### src/logic/autoneg_pkg.sv
// Summary of operation
// - bit 15 stores partner next-page request
// - bit 14 shows partner acknowledged our word
// - bit 13 stores partner fault, no action
// - bit 10 shows partner pause capability
// - bits 9..5 show partner technology abilities
// - restart or reset clears bits 9..5
// - selector bits 4..0 stored, cleared on restart
// - parallel fault latches high, clears on read
// - expansion bit 3 mirrors partner next-page
// - expansion bit 2 always reads one
// - page received latches high, clears on read
// - bit 0 shows partner negotiation ability
// - next-page bit 15 writable, resets zero
// - message page bit 13 writable, resets one
// - compliance bit 12 writable, resets zero
// - toggle bit 11 read-only, inverts per page
// - code field 10..0 writable, resets one
// - reserved bits read as zero
// - preamble suppression needs 2 bits, not 32
package autoneg_pkg;
  localparam int unsigned ADDR_W = 8;
  localparam int unsigned DATA_W = 16;
  localparam logic [7:0] ADDR_PARTNER_ABILITY = 8'h0a;
  localparam logic [7:0] ADDR_EXPANSION = 8'h0c;
  localparam logic [7:0] ADDR_NP_TRANSMIT = 8'h0e;
  localparam logic [7:0] ADDR_MGMT_CTRL = 8'h10;
  // bit positions
  localparam int unsigned LP_MORE_PAGES_BIT = 15;
  localparam int unsigned LP_ACK_BIT = 14;
  localparam int unsigned LP_FAULT_BIT = 13;
  localparam int unsigned EXP_PD_FAULT_BIT = 4;
  localparam int unsigned EXP_LP_NP_BIT = 3;
  localparam int unsigned EXP_NP_ABLE_BIT = 2;
  localparam int unsigned EXP_PAGE_RX_BIT = 1;
  localparam int unsigned EXP_LP_AN_BIT = 0;
  localparam int unsigned NP_TOGGLE_BIT = 11;
  localparam int unsigned MGMT_PRE_SUPP_BIT = 0;
  // masks
  localparam logic [15:0] LP_STORE_MASK = 16'he7ff;
  localparam logic [15:0] LP_RESTART_CLR_MASK = 16'hfc00;
  localparam logic [15:0] NP_WRITE_MASK = 16'hb7ff;
  // reset values
  localparam logic [15:0] LP_RESET = 16'h0000;
  localparam logic [15:0] NP_RESET = 16'h2001;
  localparam logic MGMT_PRE_SUPP_RESET = 1'b0;
  // preamble lengths in management clock bits
  localparam logic [5:0] PREAMBLE_FULL_BITS = 6'h20;
  localparam logic [5:0] PREAMBLE_SUPP_BITS = 6'h02;
endpackage : autoneg_pkg

### src/logic/autoneg_partner_page_regs.sv
// Decided for this implementation: the address-and-strobe port.
`timescale 1ns/1ps
module autoneg_partner_page_regs
  import autoneg_pkg::*;
(
  input wire logic clk,
  input wire logic sys_rst,
  input wire logic [ADDR_W-1:0] reg_addr,
  input wire logic [DATA_W-1:0] reg_wdata,
  input wire logic reg_wr,
  input wire logic reg_rd,
  output logic [DATA_W-1:0] reg_rdata,
  input wire logic rx_word_valid,
  input wire logic [15:0] rx_word,
  input wire logic partner_word_ack,
  input wire logic an_restart,
  input wire logic parallel_fault,
  input wire logic partner_an_able,
  input wire logic np_word_sent,
  output logic [15:0] partner_ability,
  output logic [15:0] np_tx_word,
  output logic preamble_suppress,
  output logic [5:0] preamble_bits_needed
);

  logic [15:0] lp_q;
  logic [15:0] np_q;
  logic pd_fault_q;
  logic page_rx_q;
  logic lp_an_q;
  logic pre_supp_q;
  logic [5:0] pre_bits_q;
  logic [15:0] rdata_q;
  logic [15:0] exp_view;
  logic exp_read;

  assign exp_read = reg_rd && (reg_addr == ADDR_EXPANSION);

  always_comb begin
    exp_view = 16'h0000;
    exp_view[EXP_PD_FAULT_BIT] = pd_fault_q;
    exp_view[EXP_LP_NP_BIT] = lp_q[LP_MORE_PAGES_BIT];
    exp_view[EXP_NP_ABLE_BIT] = 1'b1;
    exp_view[EXP_PAGE_RX_BIT] = page_rx_q;
    exp_view[EXP_LP_AN_BIT] = lp_an_q;
  end

  // partner base page: stored with bits 12..11 cleared, 15 only feeds expansion bit 3, nothing acts on 13
  always_ff @(posedge clk or posedge sys_rst) begin
    if (sys_rst) begin
      lp_q <= LP_RESET;
    end else if (rx_word_valid) begin
      // a word landing with a restart wins, so it is never lost
      lp_q <= rx_word & LP_STORE_MASK;
    end else if (an_restart) begin
      lp_q <= lp_q & LP_RESTART_CLR_MASK;
    end else if (partner_word_ack) begin
      lp_q[LP_ACK_BIT] <= 1'b1;
    end
  end

  always_ff @(posedge clk or posedge sys_rst) begin
    if (sys_rst) begin
      pd_fault_q <= 1'b0;
    end else if (parallel_fault) begin
      pd_fault_q <= 1'b1;
    end else if (exp_read) begin
      pd_fault_q <= 1'b0;
    end
  end

  // page received is set by any valid word, with no check or acknowledge
  always_ff @(posedge clk or posedge sys_rst) begin
    if (sys_rst) begin
      page_rx_q <= 1'b0;
    end else if (rx_word_valid) begin
      page_rx_q <= 1'b1;
    end else if (exp_read) begin
      page_rx_q <= 1'b0;
    end
  end

  always_ff @(posedge clk or posedge sys_rst) begin
    if (sys_rst) begin
      lp_an_q <= 1'b0;
    end else begin
      lp_an_q <= partner_an_able;
    end
  end

  // read-only bits keep their value whatever software writes
  always_ff @(posedge clk or posedge sys_rst) begin
    if (sys_rst) begin
      np_q <= NP_RESET;
    end else begin
      if (reg_wr && (reg_addr == ADDR_NP_TRANSMIT)) begin
        np_q <= (reg_wdata & NP_WRITE_MASK) | (np_q & ~NP_WRITE_MASK);
      end
      if (np_word_sent) begin
        np_q[NP_TOGGLE_BIT] <= ~np_q[NP_TOGGLE_BIT];
      end
    end
  end

  always_ff @(posedge clk or posedge sys_rst) begin
    if (sys_rst) begin
      pre_supp_q <= MGMT_PRE_SUPP_RESET;
    end else if (reg_wr && (reg_addr == ADDR_MGMT_CTRL)) begin
      pre_supp_q <= reg_wdata[MGMT_PRE_SUPP_BIT];
    end
  end

  always_ff @(posedge clk or posedge sys_rst) begin
    if (sys_rst) begin
      pre_bits_q <= PREAMBLE_FULL_BITS;
    end else if (pre_supp_q) begin
      pre_bits_q <= PREAMBLE_SUPP_BITS;
    end else begin
      pre_bits_q <= PREAMBLE_FULL_BITS;
    end
  end

  // read data stands only in the cycle after the strobe
  always_ff @(posedge clk or posedge sys_rst) begin
    if (sys_rst) begin
      rdata_q <= 16'h0000;
    end else if (!reg_rd) begin
      rdata_q <= 16'h0000;
    end else if (reg_addr == ADDR_PARTNER_ABILITY) begin
      rdata_q <= lp_q;
    end else if (reg_addr == ADDR_EXPANSION) begin
      rdata_q <= exp_view;
    end else if (reg_addr == ADDR_NP_TRANSMIT) begin
      rdata_q <= np_q & ~16'h4000;
    end else if (reg_addr == ADDR_MGMT_CTRL) begin
      rdata_q <= {15'h0000, pre_supp_q};
    end else begin
      rdata_q <= 16'h0000;
    end
  end

  assign reg_rdata = rdata_q;
  assign partner_ability = lp_q;
  assign np_tx_word = np_q;
  assign preamble_suppress = pre_supp_q;
  assign preamble_bits_needed = pre_bits_q;

endmodule : autoneg_partner_page_regs

### config.mk
export PLATFORM = sky130hd
export DESIGN_NAME = autoneg_partner_page_regs
export DESIGN_NICKNAME = d
export VERILOG_FILES = /design/src/logic/autoneg_pkg.sv /design/src/logic/autoneg_partner_page_regs.sv
export SDC_FILE = /design/constraint.sdc
export NUM_CORES = 1
export LEC_CHECK = 0
export BUFFER_PORTS_ARGS = -buffer_cell sky130_fd_sc_hd__buf_2
export CORE_MARGIN = 2
export CORE_UTILIZATION = 41
export CTS_CLUSTER_DIAMETER = 200
export DETAILED_ROUTE_END_ITERATION = 16
export PLACE_DENSITY = 0.83
export SLEW_MARGIN = 0
export SYNTH_ARGS = -nofsm -noshare
export SYNTH_HDL_FRONTEND = slang
export SYNTH_SLANG_ARGS = --single-unit
### constraint.sdc
create_clock -name clk -period 1.7 [get_ports clk]
set_clock_uncertainty 0.15 [all_clocks]
set_input_delay 0.34 -clock clk [delete_from_list [all_inputs] [get_ports clk]]
set_output_delay 0.34 -clock clk [all_outputs]
set_load 0.01 [all_outputs]
# Word-level counts from Yosys, hierarchy flattened
# Cells that the tools add are included.
[totals] register_bits=58 input_bits=50
[op_classes] n_eq_ne=5 muxes=15 bitwise=2 reduce_logical=9
[op_table] operator="16-bit two-way mux" n=4
[op_table] operator="8-bit by 4-bit equality test with 1-bit output (second input constant)" n=3
[op_table] operator="16-bit by 15-bit bitwise OR with 16-bit output" n=1
[op_table] operator="15-bit two-way mux" n=1
[op_table] operator="12-bit two-way mux" n=1
[op_table] operator="10-bit two-way mux" n=1
[op_table] operator="2-bit nonzero test" n=5
[op_table] operator="8-bit by 5-bit equality test with 1-bit output (second input constant)" n=1
[op_table] operator="1-bit two-way mux" n=7
[op_table] operator="6-bit two-way mux" n=1
[op_table] operator="1-bit logical AND" n=3
[op_table] operator="2-bit inequality test (second input constant)" n=1
[op_table] operator="2-bit AND reduction" n=1
[op_table] operator="1-bit NOT" n=1

# Longest topological paths before layout
[depth] depth_word=6 mapped_depth=5 mapped_depth_nobuf=3

# Worst setup path after synthesis
# OpenSTA, ideal clock, no wires.
[synth_timing] path_kind="input to register" start="in reg_addr[2]" end="reg np_q[1], in the netlist np_tx_word[1]" setup_ps=125 t_arrival_ps=1309 setup_slack_ps=116 stages=5 n_path_buf=2 path_cell_list="buf_2 and2_1 nand4_4 buf_6 mux2_4"
[synth_between] elab_chain_len=2
[synth_lines] item="start, declared" line="autoneg_partner_page_regs.sv:8" rtl="input wire logic [ADDR_W-1:0] reg_addr,"
[synth_lines] item="8-bit by 4-bit equality test with 1-bit output" line="autoneg_partner_page_regs.sv:96" rtl="if (reg_wr && (reg_addr == ADDR_NP_TRANSMIT)) begin"
[synth_lines] item="1-bit logical AND" line="autoneg_partner_page_regs.sv:96"
[synth_lines] item="end signal, assigned" line="autoneg_partner_page_regs.sv:97" rtl="np_q <= (reg_wdata & NP_WRITE_MASK) | (np_q & ~NP_WRITE_MASK);"
[synth_lines] item="end signal, assigned by index" line="autoneg_partner_page_regs.sv:100" rtl="np_q[NP_TOGGLE_BIT] <= ~np_q[NP_TOGGLE_BIT];"
[synth_lines] item="end, declared" line="autoneg_partner_page_regs.sv:27" rtl="logic [15:0] np_q;"
# No other way between the ends.
# A chain may end at the register's enable or synchronous reset.

# Worst setup path after layout
[layout_timing] start="reg np_q[0], in the netlist np_tx_word[0]" end="out np_tx_word[0]"
[layout_rtl] item="end, declared" line="autoneg_partner_page_regs.sv:21" rtl="output logic [15:0] np_tx_word,"
# No word-level cell between the ends.

==> key figures <==
Run status
  – Status: finished clean

Worst hold path
  – Hold Path End: pd_fault_q
  – HP Class: input pin to register
  – Min-Delay Path Depth: 2
  – Hold_sp: parallel_fault

Worst setup path
  – CP Launch Type: register
  – Crit. End Element: output pin
  – CP delay by family, top: flip-flops
  – Max incr delay on CP: 0.56 ns
  – Worst r2r src: np_tx_word[0]
  – CP arrival: 0.98 ns
  – Worst endpoint required time: 1.21 ns
  – Max stage delay cell, worst path: dfstp_2
  – Critical path class: register to output pin
  – Reg2reg setup slack: 0.45 ns
  – Maximum fanout along the worst path: 3
  – WP buf/inv: 1
  – R2r endpoint: reg_rdata[0]
  – Worst path cell trace: buf_2
  – R2R cell count: 2

Detailed routing
  – Routed WL: 5010 µm
  – Initial DRC count: 26
  – Routed vias: 1700
  – Antenna-violating nets left: 0
  – TritonRoute pass-1 iters: 4
  – Wire per inst: 14.3 µm
  – DRC viols: 0
  – Via density: 4.84

Synth
  – XOR/XNOR Fraction of Synth Area: 0.00400
  – Synthesized cell area: 2190 µm²
  – Area fraction in compound gates after synthesis: 0.0640
  – Post-synth top area share: 0.549
  – Synth warnings: 0
  – Flops & latches, synth: 51
  – Count of different cell masters after synthesis: 35
  – Simple-gate share of the synthesized area: 0.133
  – Async SR Flop Fraction: 1.00
  – Mux contribution to synthesized area: 0.162
  – EDFF count, synth: 0
  – Most frequent cell after synthesis: dfrtp_1
  – Adder-cell area share of the yosys netlist: 0
  – Mean Syn Cell Area: 12.6 µm²
  – Synth cell count leaders: 48 x dfrtp_1, 13 x nand2_1, 11 x mux2_2, 11 x nor2_1
  – Largest family of logic cells by synthesized area: multiplexers
  – Area leader, netlist: dfrtp_1
  – Syn Inst Count: 174
  – Register area share after synthesis: 0.585
  – Area contributors post-synth: dfrtp_1 55%, mux2_4 6.9%, mux2_2 5.7%
  – Predominant post-synthesis flop cell: dfrtp_1

Global route
  – Largest net degree at the start of global routing: 27
  – First-pass GRT wire length: 8220 µm
  – Gr usage total: 0.175
  – Total gr overflow: 0
  – Vias in the first global route: 1672
  – Initial antenna violation count: 0

Placement
  – Cell Count Post-Placement: 341
  – Hpwl dp: 3930 µm
  – Placer Congestion: 0.827
  – PortBufs: 93
  – Pre-CTS worst setup slack: 0.0634 ns

Power and ir drop
  – Power density over cell area: 817 nW/µm²
  – Leakage: 1.59 nW
  – VDD IR max: 0.000403 V

CTS
  – Clk root buf: clkbuf_8
  – Maximum buffer depth of the clock tree: 2
  – CTS Buf Count: 5
  – Setup Fix Bufs, Post-CTS: 0
  – CTS HTree Levels: 2
  – CTS tree: done
  – Worst-path clk slew: 0.08 ns
  – Clock sink count: 51
  – Clock latency on the worst-skew pair: 0.29 ns
  – CTS-repair resized insts: 0

Final layout
  – Share of cells above drive strength 1: 0.498
  – Finished Layout Cells: 351
  – Antenna diode count: 0
  – NumNets Final: 330
  – Area Growth Syn to Fin: 33.7%

STA
  – Tmin final: 1.47 ns
  – Setup TNS: 0 ns
  – Fmax: 679 MHz
  – Count of final max-slew check failures: 0
  – RSZ-0062 raised after global routing: false
  – Worst hold slack: 0.0878 ns
  – Worst Setup Slack, final: 0.227 ns
  – # setup viols final: 0
  – Fin crit share: 0.867
  – Final hold violations: 0

Floorplanning
  – Die width: 77.1 µm
  – Die area: 5940 µm²
  – Boundary Pins: 105
  – Num rows: 26
  – Die Span Y: 77.1 µm
  – Core Box Area: 5140 µm²
  – Starting Density: 0.426

Flow run
  – Max-Cap Viols: 0
==> worst max path at each step <==
stage / to / depth (start not counted) / start / slack [ns]
2_1_floorplan: np_tx_word[1] / 5 / reg_addr[2] / 0.12
3_3_place_gp: np_tx_word[9] / 5 / reg_addr[5] / 0.08
3_5_place_dp: reg_rdata[0] / 4 / reg_addr[7] / 0.06
4_1_cts: np_tx_word[0] / 1 / np_tx_word[0] / 0.21
5_1_grt: np_tx_word[0] / 1 / np_tx_word[0] / 0.19
6_report: np_tx_word[0] / 1 / np_tx_word[0] / 0.23
==> worst reg2reg max path: stages (launching register included) <==
cell and delay (ns):
dfstp_2 0.56, o221ai_1 0.14, a221oi_1 0.31
==> state kept, by name (all words and copies together) (netlist names) <==
name	flops
reg_rdata	16
lp_an_q	1
np_tx_word	15
partner_ability	14
preamble_suppress	1
pd_fault_q	1
preamble_bits_needed	2
page_rx_q	1
==> power breakdown <==
part	internal (W)	switching, W	total, W
registers	0.00127	0.0000491	0.00132
clock network	0.000372	0.000358	0.000730
logic	0.000163	0.000174	0.000337
==> metrics by stage <==
stage / utilization / cell area [µm²] / total power (W)
global placement: 0.546 / 2810 / 0.00167
CTS: 0.569 / 2930 / 0.00242
detailed placement: 0.546 / 2810 / 0.00169
floorplan: - / 2210 / 0.00152
global route: 0.569 / 2930 / 0.00252
finish: 0.569 / 2930 / 0.00239
==> cell usage in the layout (no fill, tap or decap), drive strengths merged, types with 2 or more instances in the layout <==
| cell type | count |
|---|---|
| a21o | 2 |
| a21oi | 2 |
| a22oi | 3 |
| and3 | 4 |
| buf | 105 |
| clkbuf | 8 |
| conb | 7 |
| dfrtp | 48 |
| dfstp | 3 |
| dlygate4sd3 | 2 |
| inv | 5 |
| mux2 | 21 |
| mux2i | 8 |
| nand2 | 13 |
| nand2b | 9 |
| nand3 | 2 |
| nand4 | 4 |
| nor2 | 11 |
| nor2b | 2 |
| o21ai | 10 |
==> layout make-up <==
class | count | area (µm²)
repair buffers | 107 | 613
multi-input cells | 109 | 820
well taps | 70 | 87.6
inverters | 6 | 26.3
fillers | 467 | 2210
flip-flops and latches | 51 | 1280
clock buffers | 8 | 100
==> metal layers <==
| metal | part of all wire | track usage | vias up |
|---|---|---|---|
| met2 | 0.53 | 0.310 | 72 |
| li1 | - | - | 790 |
| met1 | 0.40 | 0.218 | 834 |
| met5 | 0 | 0 | - |
| met3 | 0.066 | 0.0424 | 4 |
| met4 | 0.0054 | 0.0393 | 0 |
==> cell families (layout without fill, tap and decap cells) <==
logic type             after synthesis  count (layout)
AO/OA/AOI/OAI                       22              22
XOR/XNOR                             1               1
buffers and inverters               20             121
flip-flops                          51              51
multiplexers                        29              29
other                                1               7
AND/OR/NAND/NOR                     50              50
==> repair_timing <==
item | CTS | global route
hold buffers | 2 | 0
setup endpoints to repair | 0 | 0
hold endpoints to repair | 18 | 0
Power figures use the tool's default switching activity.
